`config.mk`:
```
export PLATFORM = sky130hd
export DESIGN_NAME = cmf_device_flat
export DESIGN_NICKNAME = d
export VERILOG_FILES = /design/src/pkg/cmf_pkg.sv /design/src/pkg/cmf_if.sv /design/src/rtl/cmf_device.sv /design/src/rtl/cmf_pulse_meter.sv /design/src/flat_wrapper.sv
export SDC_FILE = /design/constraint.sdc
export NUM_CORES = 1
export LEC_CHECK = 0
export ABC_AREA = 1
export BUFFER_PORTS_ARGS = -buffer_cell sky130_fd_sc_hd__buf_2
export CORE_ASPECT_RATIO = 1.75
export CORE_UTILIZATION = 57
export DETAILED_ROUTE_END_ITERATION = 6
export GPL_ROUTABILITY_DRIVEN = 0
export GPL_TIMING_DRIVEN = 0
export PLACE_DENSITY = 0.79
export SLEW_MARGIN = 20
export SYNTH_ARGS = -nofsm -noshare
export SYNTH_HDL_FRONTEND = slang
export SYNTH_SLANG_ARGS = --single-unit
```
`constraint.sdc`:
```
create_clock -name clk_i -period 2.4 [get_ports clk_i]
set_input_delay 0.36 -clock clk_i [delete_from_list [all_inputs] [get_ports clk_i]]
set_output_delay 0.36 -clock clk_i [all_outputs]
set_load 0.05 [all_outputs]
```
`src/pkg/cmf_pkg.sv`:
```
// Purpose: Shared constants and types for channel mode selection and flush/wake
// Assumes: 100 MHz system clock on both ends
// Notes:   Mode codes are internal; bit-mode command values are the host's
package cmf_pkg;
	// Clock period
	localparam int CLK_PERIOD_NS   = 10;
	// Flush pulse that the peripheral drives, least time, rounded up
	localparam int FLUSH_PULSE_NS  = 250;
	localparam int FLUSH_CYC       = (FLUSH_PULSE_NS + CLK_PERIOD_NS - 1) / CLK_PERIOD_NS;
	// Wake pulse that the peripheral drives
	localparam int WAKE_PULSE_MS   = 20;
	localparam int WAKE_CYC        = (WAKE_PULSE_MS * 1000000) / CLK_PERIOD_NS;
	// Low time at which the device accepts a wake request
	localparam int WAKE_DETECT_MS  = 10;
	localparam int WAKE_DETECT_CYC = (WAKE_DETECT_MS * 1000000) / CLK_PERIOD_NS;
	// Pulse length counter width
	localparam int CNT_W           = 21;

	// Channel operating modes
	typedef enum logic [3:0] {
		CMF_UART       = 4'h0,
		CMF_ASYNC_FIFO = 4'h1,
		CMF_SYNC_FIFO  = 4'h2,
		CMF_CPU_FIFO   = 4'h3,
		CMF_FAST_SER   = 4'h4,
		CMF_BB_ASYNC   = 4'h5,
		CMF_BB_SYNC    = 4'h6,
		CMF_SER_ENGINE = 4'h7,
		CMF_HOST_BUS   = 4'h8
	} cmf_mode_t;

	// Configuration memory mode codes, two bits per channel
	localparam logic [1:0] CFG_UART       = 2'h0;
	localparam logic [1:0] CFG_ASYNC_FIFO = 2'h1;
	localparam logic [1:0] CFG_CPU_FIFO   = 2'h2;
	localparam logic [1:0] CFG_FAST_SER   = 2'h3;

	// Bit-mode command values
	localparam logic [7:0] BM_RESTORE    = 8'h00;
	localparam logic [7:0] BM_BB_ASYNC   = 8'h01;
	localparam logic [7:0] BM_SER_ENGINE = 8'h02;
	localparam logic [7:0] BM_BB_SYNC    = 8'h04;
	localparam logic [7:0] BM_HOST_BUS   = 8'h08;
	localparam logic [7:0] BM_SYNC_FIFO  = 8'h40;

	// Register byte addresses
	localparam logic [3:0] REG_CMD    = 4'h0;
	localparam logic [3:0] REG_STATUS = 4'h4;
	localparam logic [3:0] REG_CTRL   = 4'h8;
	localparam logic [3:0] REG_COUNT  = 4'hC;

	// Field positions
	localparam int CMD_CH_BIT     = 8;
	localparam int ST_MODE_B_LSB  = 4;
	localparam int ST_B_AVAIL     = 8;
	localparam int ST_REJECT      = 9;
	localparam int ST_LAST_WAKE   = 10;
	localparam int ST_LOADED      = 11;
	localparam int ST_B_USED      = 12;
	localparam int CTRL_PULLDOWN  = 0;
	localparam int CNT_WAKE_LSB   = 16;

	// Reset values
	localparam logic [15:0] CNT_RESET  = 16'h0000;
	localparam logic        CTRL_RESET = 1'b0;
endpackage

```
`src/pkg/cmf_if.sv`:
```
// Purpose: Pins between the bridge channel logic and the external peripheral
// Assumes: One clock domain on both sides
// Notes:   Flush/wake pin is channel A's; channel B pins shown as levels
`timescale 1ns/100ps
`default_nettype none
interface cmf_if;
	logic flush_wake_n;      // Low pulse from peripheral
	logic b_data_oe;         // Channel B data lines driven
	logic b_pullup_en;       // Channel B data pull-ups on
	logic b_tx_space_flag_n; // Channel B space flag, active low
	logic b_rx_avail_flag_n; // Channel B data-available flag, active low

	// Documented device end
	modport dev (
		input  flush_wake_n,
		output b_data_oe,
		output b_pullup_en,
		output b_tx_space_flag_n,
		output b_rx_avail_flag_n
	);
	// Peripheral end
	modport per (
		output flush_wake_n,
		input  b_data_oe,
		input  b_pullup_en,
		input  b_tx_space_flag_n,
		input  b_rx_avail_flag_n
	);
endinterface
`default_nettype wire

```
`src/rtl/cmf_device.sv`:
```
// Purpose: Per-channel mode selection and flush/wake pin handling
// Assumes: Classic Wishbone slave, 32-bit data, one clock
// Notes:   Flush/wake pin belongs to channel A
// Functional notes
// - Flush/wake works only in FIFO or bit-bang
// - Flush sends buffered data as short packet
// - Peripheral flushes only after it stops writing
// - Falling edge flags the transfer to host
// - Wake needs a 20ms low pulse
// - Flush needs a 250ns low pulse
// - Pull-down enabled blocks wake from suspend
// - Both channels reset to asynchronous serial
// - Configuration memory picks mode after reset
// - Bit-mode command selects bit-bang or engine
// - Value 0x40 selects synchronous FIFO
// - Synchronous FIFO needs asynchronous FIFO first
// - Synchronous FIFO takes channel B memory
// - Unused channel B pins keep defaults
// - Software may set channel B pins inputs
// - Each mode has its allowed source
// - Value 1 selects asynchronous bit-bang
// - Value 4 selects synchronous bit-bang
//
// Local design decisions: register access over Wishbone and the placing of the registers.
`timescale 1ns/100ps
`default_nettype none
module cmf_device #(
	parameter int WAKE_DETECT = cmf_pkg::WAKE_DETECT_CYC // Low cycles taken as wake
) (
	input  wire logic        clk_i,
	input  wire logic        resetn_i,
	// Wishbone slave
	input  wire logic        wb_cyc_i,
	input  wire logic        wb_stb_i,
	input  wire logic        wb_we_i,
	input  wire logic [3:0]  wb_adr_i,
	input  wire logic [3:0]  wb_sel_i,
	input  wire logic [31:0] wb_dat_i,
	output logic [31:0]      wb_dat_o,
	output logic             wb_ack_o,
	// Configuration memory words, valid after reset
	input  wire logic [1:0]  cfg_mode_a_i,
	input  wire logic [1:0]  cfg_mode_b_i,
	// USB core side
	input  wire logic        suspend_i,
	input  wire logic        b_activity_i,
	input  wire logic        b_tx_space_n_i,
	input  wire logic        b_rx_avail_n_i,
	input  wire logic        b_data_oe_i,
	output logic             send_now_o,
	output logic             wake_o,
	output logic             b_avail_o,
	output logic [3:0]       mode_a_o,
	output logic [3:0]       mode_b_o,
	// Peripheral side
	cmf_if.dev               pins
);
	// Loader states, Gray along the path
	typedef enum logic [1:0] {
		LD_RESET = 2'b00,
		LD_READ  = 2'b01,
		LD_RUN   = 2'b11
	} cmf_ld_t;

	// Map a configuration memory code to a mode
	function automatic cmf_pkg::cmf_mode_t cfg_to_mode(input logic [1:0] code);
		case (code)
			cmf_pkg::CFG_ASYNC_FIFO: cfg_to_mode = cmf_pkg::CMF_ASYNC_FIFO;
			cmf_pkg::CFG_CPU_FIFO:   cfg_to_mode = cmf_pkg::CMF_CPU_FIFO;
			cmf_pkg::CFG_FAST_SER:   cfg_to_mode = cmf_pkg::CMF_FAST_SER;
			default:                 cfg_to_mode = cmf_pkg::CMF_UART;
		endcase
	endfunction

	cmf_ld_t               ld_q, ld_d;           // Loader state
	cmf_pkg::cmf_mode_t    mode_q [2], mode_d [2]; // Live channel modes
	cmf_pkg::cmf_mode_t    cfgm_q [2], cfgm_d [2]; // Modes from memory
	logic                  reject_q, reject_d;   // Last command refused
	logic                  pulldn_q, pulldn_d;   // Pull-down option
	logic                  b_used_q, b_used_d;   // Channel B carried data
	logic                  last_wake_q, last_wake_d; // Last pulse was wake
	logic                  woke_q, woke_d;       // Wake given this pulse
	logic [15:0]           nflush_q, nflush_d;   // Flush events
	logic [15:0]           nwake_q, nwake_d;     // Wake events
	logic                  ack_q;                // Answer given last cycle
	logic [31:0]           rdat_q, rdat_d;       // Read data
	logic                  boe_q, bpu_q, btx_q, brx_q; // Channel B pin regs
	logic                  boe_d, bpu_d, btx_d, brx_d;
	logic                  fall, rise;           // Pin edges
	logic [cmf_pkg::CNT_W-1:0] low_cnt;          // Current low time
	logic                  req, wr_cmd, pin_en, flush_ev, wake_ev, sync_on;
	logic [7:0]            bm;                   // Command value
	logic                  ch;                   // Command channel

	// Pin synchroniser and pulse timer
	cmf_pulse_meter u_meter (
		.clk_i     (clk_i),
		.resetn_i  (resetn_i),
		.pin_n_i   (pins.flush_wake_n),
		.fall_o    (fall),
		.rise_o    (rise),
		.low_cnt_o (low_cnt)
	);

	// Bus decode
	assign req    = wb_cyc_i & wb_stb_i & ~ack_q;
	assign wr_cmd = req & wb_we_i & (wb_adr_i == cmf_pkg::REG_CMD) & wb_sel_i[0] & wb_sel_i[1];
	assign bm     = wb_dat_i[7:0];
	assign ch     = wb_dat_i[cmf_pkg::CMD_CH_BIT];
	assign sync_on = (mode_q[0] == cmf_pkg::CMF_SYNC_FIFO);

	// Pin function allowed in FIFO and bit-bang modes only
	always_comb begin
		case (mode_q[0])
			cmf_pkg::CMF_ASYNC_FIFO, cmf_pkg::CMF_SYNC_FIFO, cmf_pkg::CMF_CPU_FIFO,
			cmf_pkg::CMF_BB_ASYNC, cmf_pkg::CMF_BB_SYNC: pin_en = 1'b1;
			default: pin_en = 1'b0;
		endcase
	end

	// Flush at the falling edge, wake once the low time is long enough
	assign flush_ev = fall & pin_en & ~suspend_i;
	assign wake_ev  = pin_en & suspend_i & ~pulldn_q & ~woke_q
	                  & (low_cnt == WAKE_DETECT[cmf_pkg::CNT_W-1:0]);

	// Loader, modes and command handling
	always_comb begin
		ld_d      = ld_q;
		mode_d    = mode_q;
		cfgm_d    = cfgm_q;
		reject_d  = reject_q;
		case (ld_q)
			LD_RESET: ld_d = LD_READ;
			LD_READ: begin
				// Memory decides each channel's mode
				cfgm_d[0] = cfg_to_mode(cfg_mode_a_i);
				cfgm_d[1] = cfg_to_mode(cfg_mode_b_i);
				mode_d[0] = cfg_to_mode(cfg_mode_a_i);
				mode_d[1] = cfg_to_mode(cfg_mode_b_i);
				ld_d      = LD_RUN;
			end
			LD_RUN: begin
				if (wr_cmd) begin
					reject_d = 1'b0;
					if (ch && sync_on) begin
						// Channel B gone while A holds its memory
						reject_d = 1'b1;
					end else begin
						case (bm)
							cmf_pkg::BM_RESTORE:    mode_d[ch] = cfgm_q[ch];
							cmf_pkg::BM_BB_ASYNC:   mode_d[ch] = cmf_pkg::CMF_BB_ASYNC;
							cmf_pkg::BM_BB_SYNC:    mode_d[ch] = cmf_pkg::CMF_BB_SYNC;
							cmf_pkg::BM_SER_ENGINE: mode_d[ch] = cmf_pkg::CMF_SER_ENGINE;
							cmf_pkg::BM_HOST_BUS:   mode_d[ch] = cmf_pkg::CMF_HOST_BUS;
							cmf_pkg::BM_SYNC_FIFO: begin
								// Only channel A, both in asynchronous FIFO
								if (!ch && cfgm_q[0] == cmf_pkg::CMF_ASYNC_FIFO
								    && cfgm_q[1] == cmf_pkg::CMF_ASYNC_FIFO
								    && mode_q[0] == cmf_pkg::CMF_ASYNC_FIFO) begin
									mode_d[0] = cmf_pkg::CMF_SYNC_FIFO;
								end else begin
									reject_d = 1'b1;
								end
							end
							default: reject_d = 1'b1;
						endcase
					end
				end
			end
			default: ld_d = LD_RESET;
		endcase
	end

	// Pulse bookkeeping, control bit and counters
	always_comb begin
		pulldn_d    = pulldn_q;
		b_used_d    = b_used_q | (b_activity_i & ~sync_on);
		woke_d      = woke_q;
		last_wake_d = last_wake_q;
		nflush_d    = nflush_q;
		nwake_d     = nwake_q;
		if (fall) begin
			woke_d = 1'b0;
		end
		if (flush_ev) begin
			nflush_d    = nflush_q + 16'h0001;
			last_wake_d = 1'b0;
		end
		if (wake_ev) begin
			woke_d      = 1'b1;
			last_wake_d = 1'b1;
			nwake_d     = nwake_q + 16'h0001;
		end
		if (req && wb_we_i && wb_adr_i == cmf_pkg::REG_CTRL && wb_sel_i[0]) begin
			pulldn_d = wb_dat_i[cmf_pkg::CTRL_PULLDOWN];
		end
		if (req && wb_we_i && wb_adr_i == cmf_pkg::REG_COUNT) begin
			// Any write clears both counts; a same-cycle event still counts
			nflush_d = flush_ev ? 16'h0001 : cmf_pkg::CNT_RESET;
			nwake_d  = wake_ev ? 16'h0001 : cmf_pkg::CNT_RESET;
		end
	end

	// Channel B pins: defaults unless used, held while A is synchronous
	always_comb begin
		boe_d = boe_q;
		bpu_d = bpu_q;
		btx_d = btx_q;
		brx_d = brx_q;
		if (!b_used_q) begin
			// Tri-stated, pulled up, space flag asserted, no data
			boe_d = 1'b0;
			bpu_d = 1'b1;
			btx_d = 1'b0;
			brx_d = 1'b1;
		end else if (!sync_on) begin
			boe_d = b_data_oe_i;
			bpu_d = ~b_data_oe_i;
			btx_d = b_tx_space_n_i;
			brx_d = b_rx_avail_n_i;
		end
	end

	// Read data mux
	always_comb begin
		rdat_d = 32'h0000_0000;
		case (wb_adr_i)
			cmf_pkg::REG_STATUS: begin
				rdat_d[3:0]                                  = mode_q[0];
				rdat_d[cmf_pkg::ST_MODE_B_LSB +: 4]          = mode_q[1];
				rdat_d[cmf_pkg::ST_B_AVAIL]                  = ~sync_on;
				rdat_d[cmf_pkg::ST_REJECT]                   = reject_q;
				rdat_d[cmf_pkg::ST_LAST_WAKE]                = last_wake_q;
				rdat_d[cmf_pkg::ST_LOADED]                   = (ld_q == LD_RUN);
				rdat_d[cmf_pkg::ST_B_USED]                   = b_used_q;
			end
			cmf_pkg::REG_CTRL:  rdat_d[cmf_pkg::CTRL_PULLDOWN] = pulldn_q;
			cmf_pkg::REG_COUNT: rdat_d = {nwake_q, nflush_q};
			default:            rdat_d = 32'h0000_0000;
		endcase
	end

	// All state registers; modes reset to serial
	always_ff @(posedge clk_i or negedge resetn_i) begin
		if (!resetn_i) begin
			ld_q        <= LD_RESET;
			mode_q[0]   <= cmf_pkg::CMF_UART;
			mode_q[1]   <= cmf_pkg::CMF_UART;
			cfgm_q[0]   <= cmf_pkg::CMF_UART;
			cfgm_q[1]   <= cmf_pkg::CMF_UART;
			reject_q    <= 1'b0;
			pulldn_q    <= cmf_pkg::CTRL_RESET;
			b_used_q    <= 1'b0;
			woke_q      <= 1'b0;
			last_wake_q <= 1'b0;
			nflush_q    <= cmf_pkg::CNT_RESET;
			nwake_q     <= cmf_pkg::CNT_RESET;
			ack_q       <= 1'b0;
			rdat_q      <= 32'h0000_0000;
			boe_q       <= 1'b0;
			bpu_q       <= 1'b1;
			btx_q       <= 1'b0;
			brx_q       <= 1'b1;
			send_now_o  <= 1'b0;
			wake_o      <= 1'b0;
		end else begin
			ld_q        <= ld_d;
			mode_q      <= mode_d;
			cfgm_q      <= cfgm_d;
			reject_q    <= reject_d;
			pulldn_q    <= pulldn_d;
			b_used_q    <= b_used_d;
			woke_q      <= woke_d;
			last_wake_q <= last_wake_d;
			nflush_q    <= nflush_d;
			nwake_q     <= nwake_d;
			ack_q       <= req;
			rdat_q      <= rdat_d;
			boe_q       <= boe_d;
			bpu_q       <= bpu_d;
			btx_q       <= btx_d;
			brx_q       <= brx_d;
			send_now_o  <= flush_ev; // Short packet out now
			wake_o      <= wake_ev;
		end
	end

	// Outputs
	assign wb_ack_o               = ack_q;
	assign wb_dat_o               = rdat_q;
	assign b_avail_o              = ~sync_on;
	assign mode_a_o               = mode_q[0];
	assign mode_b_o               = mode_q[1];
	assign pins.b_data_oe         = boe_q;
	assign pins.b_pullup_en       = bpu_q;
	assign pins.b_tx_space_flag_n = btx_q;
	assign pins.b_rx_avail_flag_n = brx_q;
endmodule
`default_nettype wire

```
`src/rtl/cmf_pulse_meter.sv`:
```
// Purpose: Synchronise the flush/wake pin and time its low pulses
// Assumes: Pin is asynchronous to clk_i
// Notes:   A change counts once second and third stages agree
`timescale 1ns/100ps
`default_nettype none
module cmf_pulse_meter (
	input  wire logic                     clk_i,
	input  wire logic                     resetn_i,
	input  wire logic                     pin_n_i,
	output logic                          fall_o,
	output logic                          rise_o,
	output logic [cmf_pkg::CNT_W-1:0]     low_cnt_o
);
	logic                      s1_q, s2_q, s3_q;   // Synchroniser chain
	logic                      lvl_q, lvl_d;       // Agreed pin level
	logic [cmf_pkg::CNT_W-1:0] cnt_q, cnt_d;       // Low time so far

	// Next level and low-time count
	always_comb begin
		lvl_d = lvl_q;
		cnt_d = cnt_q;
		if (s2_q == s3_q) begin
			lvl_d = s3_q;
		end
		if (lvl_d == 1'b0) begin
			// Saturating count while low
			if (lvl_q == 1'b1) begin
				cnt_d = '0;
			end else if (cnt_q != '1) begin
				cnt_d = cnt_q + 1'b1;
			end
		end
	end

	// Register chain, level and count
	always_ff @(posedge clk_i or negedge resetn_i) begin
		if (!resetn_i) begin
			s1_q  <= 1'b1;
			s2_q  <= 1'b1;
			s3_q  <= 1'b1;
			lvl_q <= 1'b1;
			cnt_q <= '0;
		end else begin
			s1_q  <= pin_n_i;
			s2_q  <= s1_q;
			s3_q  <= s2_q;
			lvl_q <= lvl_d;
			cnt_q <= cnt_d;
		end
	end

	// Edges of the agreed level
	assign fall_o    = lvl_q & ~lvl_d;
	assign rise_o    = ~lvl_q & lvl_d;
	assign low_cnt_o = cnt_q;
endmodule
`default_nettype wire

```
`src/flat_wrapper.sv`:
```
// flat-port wrapper written by rule: the top's interface ports become plain ports
module cmf_device_flat 
#(
	parameter int WAKE_DETECT = cmf_pkg::WAKE_DETECT_CYC                            
)
  (clk_i, resetn_i, wb_cyc_i, wb_stb_i, wb_we_i, wb_adr_i, wb_sel_i, wb_dat_i, wb_dat_o, wb_ack_o, cfg_mode_a_i, cfg_mode_b_i, suspend_i, b_activity_i, b_tx_space_n_i, b_rx_avail_n_i, b_data_oe_i, send_now_o, wake_o, b_avail_o, mode_a_o, mode_b_o, pins_flush_wake_n, pins_b_data_oe, pins_b_pullup_en, pins_b_tx_space_flag_n, pins_b_rx_avail_flag_n);
  cmf_if pins_i ();
  input  wire logic clk_i;
  input  wire logic resetn_i;
  input  wire logic wb_cyc_i;
  input  wire logic wb_stb_i;
  input  wire logic wb_we_i;
  input  wire logic [3:0] wb_adr_i;
  input  wire logic [3:0] wb_sel_i;
  input  wire logic [31:0] wb_dat_i;
  output logic [31:0] wb_dat_o;
  output logic wb_ack_o;
  input  wire logic [1:0] cfg_mode_a_i;
  input  wire logic [1:0] cfg_mode_b_i;
  input  wire logic suspend_i;
  input  wire logic b_activity_i;
  input  wire logic b_tx_space_n_i;
  input  wire logic b_rx_avail_n_i;
  input  wire logic b_data_oe_i;
  output logic send_now_o;
  output logic wake_o;
  output logic b_avail_o;
  output logic [3:0] mode_a_o;
  output logic [3:0] mode_b_o;
  input wire logic [$bits(pins_i.flush_wake_n)-1:0] pins_flush_wake_n;
  output wire logic [$bits(pins_i.b_data_oe)-1:0] pins_b_data_oe;
  output wire logic [$bits(pins_i.b_pullup_en)-1:0] pins_b_pullup_en;
  output wire logic [$bits(pins_i.b_tx_space_flag_n)-1:0] pins_b_tx_space_flag_n;
  output wire logic [$bits(pins_i.b_rx_avail_flag_n)-1:0] pins_b_rx_avail_flag_n;
  assign pins_i.flush_wake_n = pins_flush_wake_n;
  assign pins_b_data_oe = pins_i.b_data_oe;
  assign pins_b_pullup_en = pins_i.b_pullup_en;
  assign pins_b_tx_space_flag_n = pins_i.b_tx_space_flag_n;
  assign pins_b_rx_avail_flag_n = pins_i.b_rx_avail_flag_n;
  cmf_device #(.WAKE_DETECT(WAKE_DETECT)) u_core (.clk_i(clk_i), .resetn_i(resetn_i), .wb_cyc_i(wb_cyc_i), .wb_stb_i(wb_stb_i), .wb_we_i(wb_we_i), .wb_adr_i(wb_adr_i), .wb_sel_i(wb_sel_i), .wb_dat_i(wb_dat_i), .wb_dat_o(wb_dat_o), .wb_ack_o(wb_ack_o), .cfg_mode_a_i(cfg_mode_a_i), .cfg_mode_b_i(cfg_mode_b_i), .suspend_i(suspend_i), .b_activity_i(b_activity_i), .b_tx_space_n_i(b_tx_space_n_i), .b_rx_avail_n_i(b_rx_avail_n_i), .b_data_oe_i(b_data_oe_i), .send_now_o(send_now_o), .wake_o(wake_o), .b_avail_o(b_avail_o), .mode_a_o(mode_a_o), .mode_b_o(mode_b_o), .pins(pins_i));
endmodule
```
==> impl_metrics.env <==
export IMPL_status="completed"
export IMPL_post_place_cells=1041
export IMPL_worstMarginPinSlew_ns=0.542
export IMPL_die_area_um2=11700
export IMPL_placedInstanceArea_um2=6980
export IMPL_r2r_cells=10
export IMPL_finalPower_mw=5.69
export IMPL_wl_met1_um=5820
export IMPL_io_pins=103
export IMPL_worst_path_buf_inv=1
export IMPL_avgSynthCellArea_um2=7.68
export IMPL_vias=5897
export IMPL_crit_start="u_core.u_meter.low_cnt_o[0]"
export IMPL_crit_chain="ha_1 > nand2_1 > nor2_2 > nand2_2 > nor3_2 > nand4_1 > nand2_2 > inv_1 > nand3_1 > nand2_1"
export IMPL_vias_per_cell=5.49
export IMPL_fill_cells=888
export IMPL_fin_crit_sh_pct=86.0
export IMPL_reg2reg_from="u_core.u_meter.low_cnt_o[0]"
export IMPL_ys_async_sr_fraction_pct=100
export IMPL_met3_length_um=734
export IMPL_crit_slowest_cell="dfrtp_1"
export IMPL_period_needed_ns=2.07
export IMPL_p_leak_nw=3.92
export IMPL_tritoncts="built"
export IMPL_cp_data_arrival_time_ns=2.37
export IMPL_avgRoutedWirePerCell_um=14.6
export IMPL_peakVddDrop_mv=0.588
export IMPL_drc_errors=0
export IMPL_grt_pass1_wl_um=26300
export IMPL_antenna_left=0
export IMPL_r2r_end="u_core.u_meter.low_cnt_o[13]"
export IMPL_finalSetupViolCount=0
export IMPL_dp_hpwl_um=11500
export IMPL_hp_start="pins_flush_wake_n"
export IMPL_synth_seq_cells=117
export IMPL_hold_class="input port to flop"
export IMPL_max_stage_delay_ns=0.41
export IMPL_grt_usage_pct=29.8
export IMPL_max_slew_margin_pct=63.5
export IMPL_final_setup_tns_ns=0
export IMPL_initial_utilization_pct=59.2
export IMPL_cts_buffers=17
export IMPL_synth_cells=834
export IMPL_grt_overflow_total=0
export IMPL_first_global_vias=5781
export IMPL_maxCapViolCount=0
export IMPL_fin_worst_skew_ns=0.00738
export IMPL_rsz0062_at_grt="no"
export IMPL_dr_pass1_iters=6
export IMPL_hold_viol_final=0
export IMPL_grt_max_degree=60
export IMPL_nets=994
export IMPL_max_freq_ghz=0.484
export IMPL_core_area_um2=10800
export IMPL_dieHeight_um=142
export IMPL_io_buffers=76
export IMPL_cts_reportedPaths_clkPinSlew_ns=0.06
export IMPL_cp_max_fo=8
export IMPL_end_kind="flop"
export IMPL_crit_type="flop to flop"
export IMPL_highest_layer="met4"
export IMPL_holdPathEnd="u_core.u_meter.s1_q"
export IMPL_critPathTopFamily="simple AND/OR/NAND/NOR gates"
export IMPL_antenna_found_initial=0
export IMPL_synth_edf_count=0
export IMPL_slew_viol_final=0
export IMPL_fin_cells=1074
export IMPL_fp_row_count=50
export IMPL_r2r_slack_ns=0.33
export IMPL_diodes=0
export IMPL_p_per_area_nw_per_um2=751
export IMPL_critPathRequiredTime_ns=2.70
export IMPL_ys_warnings_count=0
export IMPL_area_delta_synth_final_pct=18.3
export IMPL_htree_levels=4
export IMPL_synth_fp_nets=897
export IMPL_cp_start_kind="flop"
export IMPL_drive_gt1_share_pct=16.9
export IMPL_seq_area_frac_synth_pct=45.8
export IMPL_cts_buffer_depth=2
export IMPL_met2_length_um=8400
export IMPL_cts_root_buf="clkbuf_16"
export IMPL_design_area_um2=7580
export IMPL_ys_types=42
export IMPL_post_route_util_pct=70.0
export IMPL_drt_wl_total_um=15700
export IMPL_synth_area_um2=6410
export IMPL_clk_latency_ns=0.42
export IMPL_die_w_um=82.1
export IMPL_holdPathStages=1
export IMPL_clock_sinks=117
export IMPL_drt_iter0_markers=496
export IMPL_yosys_most_used_dff="dfrtp_1"
## stage by stage
| stage | worst slack (ns) | hold WS, ns |
|---|---|---|
| global route | 0.0449 | 0.0387 |
| global placement | -0.421 | 0.348 |
| floorplan | 0.140 | 0.0644 |
| CTS | 0.337 | 0.0405 |
| finish | 0.335 | 0.0453 |
| detailed placement | 0.340 | 0.348 |
## power breakdown
part / total [mW] / internal [mW] / switching, mW
Sequential: 2.31 / 2.15 / 0.157
Clock: 2.49 / 1.58 / 0.909
Combinational: 0.895 / 0.272 / 0.623
## Yosys cell counts, types with 2 or more instances
library cell	number	area share, %
o21ai_1	8	0.63
dfrtp_1	111	43
clkinv_1	2	0.12
a21o_1	3	0.35
nand3_1	73	5.7
buf_4	4	0.47
dfstp_2	6	2.5
nand3_2	4	0.63
inv_2	3	0.18
nor3_1	28	2.2
nor2_2	3	0.29
nor3_2	4	0.63
o211ai_1	3	0.35
clkbuf_1	7	0.41
nor3b_1	4	0.47
nand2_2	5	0.49
nor2_1	108	6.3
or2_2	5	0.49
inv_1	113	6.6
o21ai_0	47	3.7
nand4_1	23	2.2
buf_2	4	0.31
o21ai_2	7	0.96
o22ai_1	11	1.1
nand2_1	188	11
a21oi_1	15	1.2
ha_1	8	1.6
xor2_1	23	3.1
## state kept, by name (all words and copies together) (netlist names), 2 cells and up
signal                    count
u_core.wb_dat_o              32
u_core.u_meter.low_cnt_o     21
u_core.cfgm_q                 6
u_core.mode_b_o               4
u_core.nflush_q              16
u_core.nwake_q               16
u_core.ld_q                   2
u_core.mode_a_o               4
## cell type report
class | instances | area [um2] | share of cell area (%)
Buffer | 18 | 111 | 1.47
Clock buffer | 21 | 460 | 6.07
Clock inverter | 11 | 128 | 1.68
Inverter | 118 | 443 | 5.84
Multi-Input combinational cell | 581 | 2920 | 38.5
Sequential cell | 117 | 2940 | 38.7
Tap cell | 130 | 163 | 2.15
Timing Repair Buffer | 78 | 424 | 5.59
## cells in the final DEF (no fill, tap or decap), types with 5 or more instances in the layout
master     Yosys  final
clkbuf_1       7      9
nand4_1       23     23
clkbuf_16      0     17
o21ai_2        7      7
a21oi_1       15     15
nand2_1      188    188
o21ai_0       47     47
xor2_1        23     23
o22ai_1       11     11
or2_2          5      5
inv_1        113    113
buf_2          4     79
dfstp_2        6      6
nand2_2        5      5
o21ai_1        8      8
dfrtp_1      111    111
nor3_1        28     28
nand3_1       73     73
nor2_1       108    108
ha_1           8      8
## logic make-up (layout without fill, tap and decap cells)
kind of cell	after synthesis	count (layout)	share of synthesized area, %
and+or+nand+nor	454	454	32.4
buffers and inverters	136	246	8.65
xor gates and xnor gates	23	23	3.14
adders and majority gates	8	8	1.56
AOI/OAI and AO/OA	96	96	8.46
DFF	117	117	45.8
## routing by layer
metal / up-vias / GRT usage [%]
li1: 2882 / -
met1: 2754 / 32.4
met2: 201 / 52.2
met3: 60 / 5.71
met4: 0 / 17.0
met5: - / 0
## worst max path at each step
stage                     slack, ns                           end  cells past startpoint
after floorplan                0.14            u_core.mode_b_o[3]                      7
after global placement        -0.42            u_core.wb_dat_o[8]                      1
final                          0.33  u_core.u_meter.low_cnt_o[13]                     10
after CTS                      0.34  u_core.u_meter.low_cnt_o[10]                     10
after detailed placement       0.34  u_core.u_meter.low_cnt_o[10]                     10
after global routing           0.04  u_core.u_meter.low_cnt_o[10]                     10
## timing repair
| item | in CTS | in global routing |
|---|---|---|
| hold buffers | 1 | 0 |
| gates resized for setup | 0 | 0 |
| setup buffers | 0 | 0 |
| hold endpoints to repair | 53 | 0 |
No activity file was read; power rests on OpenSTA's default activity.
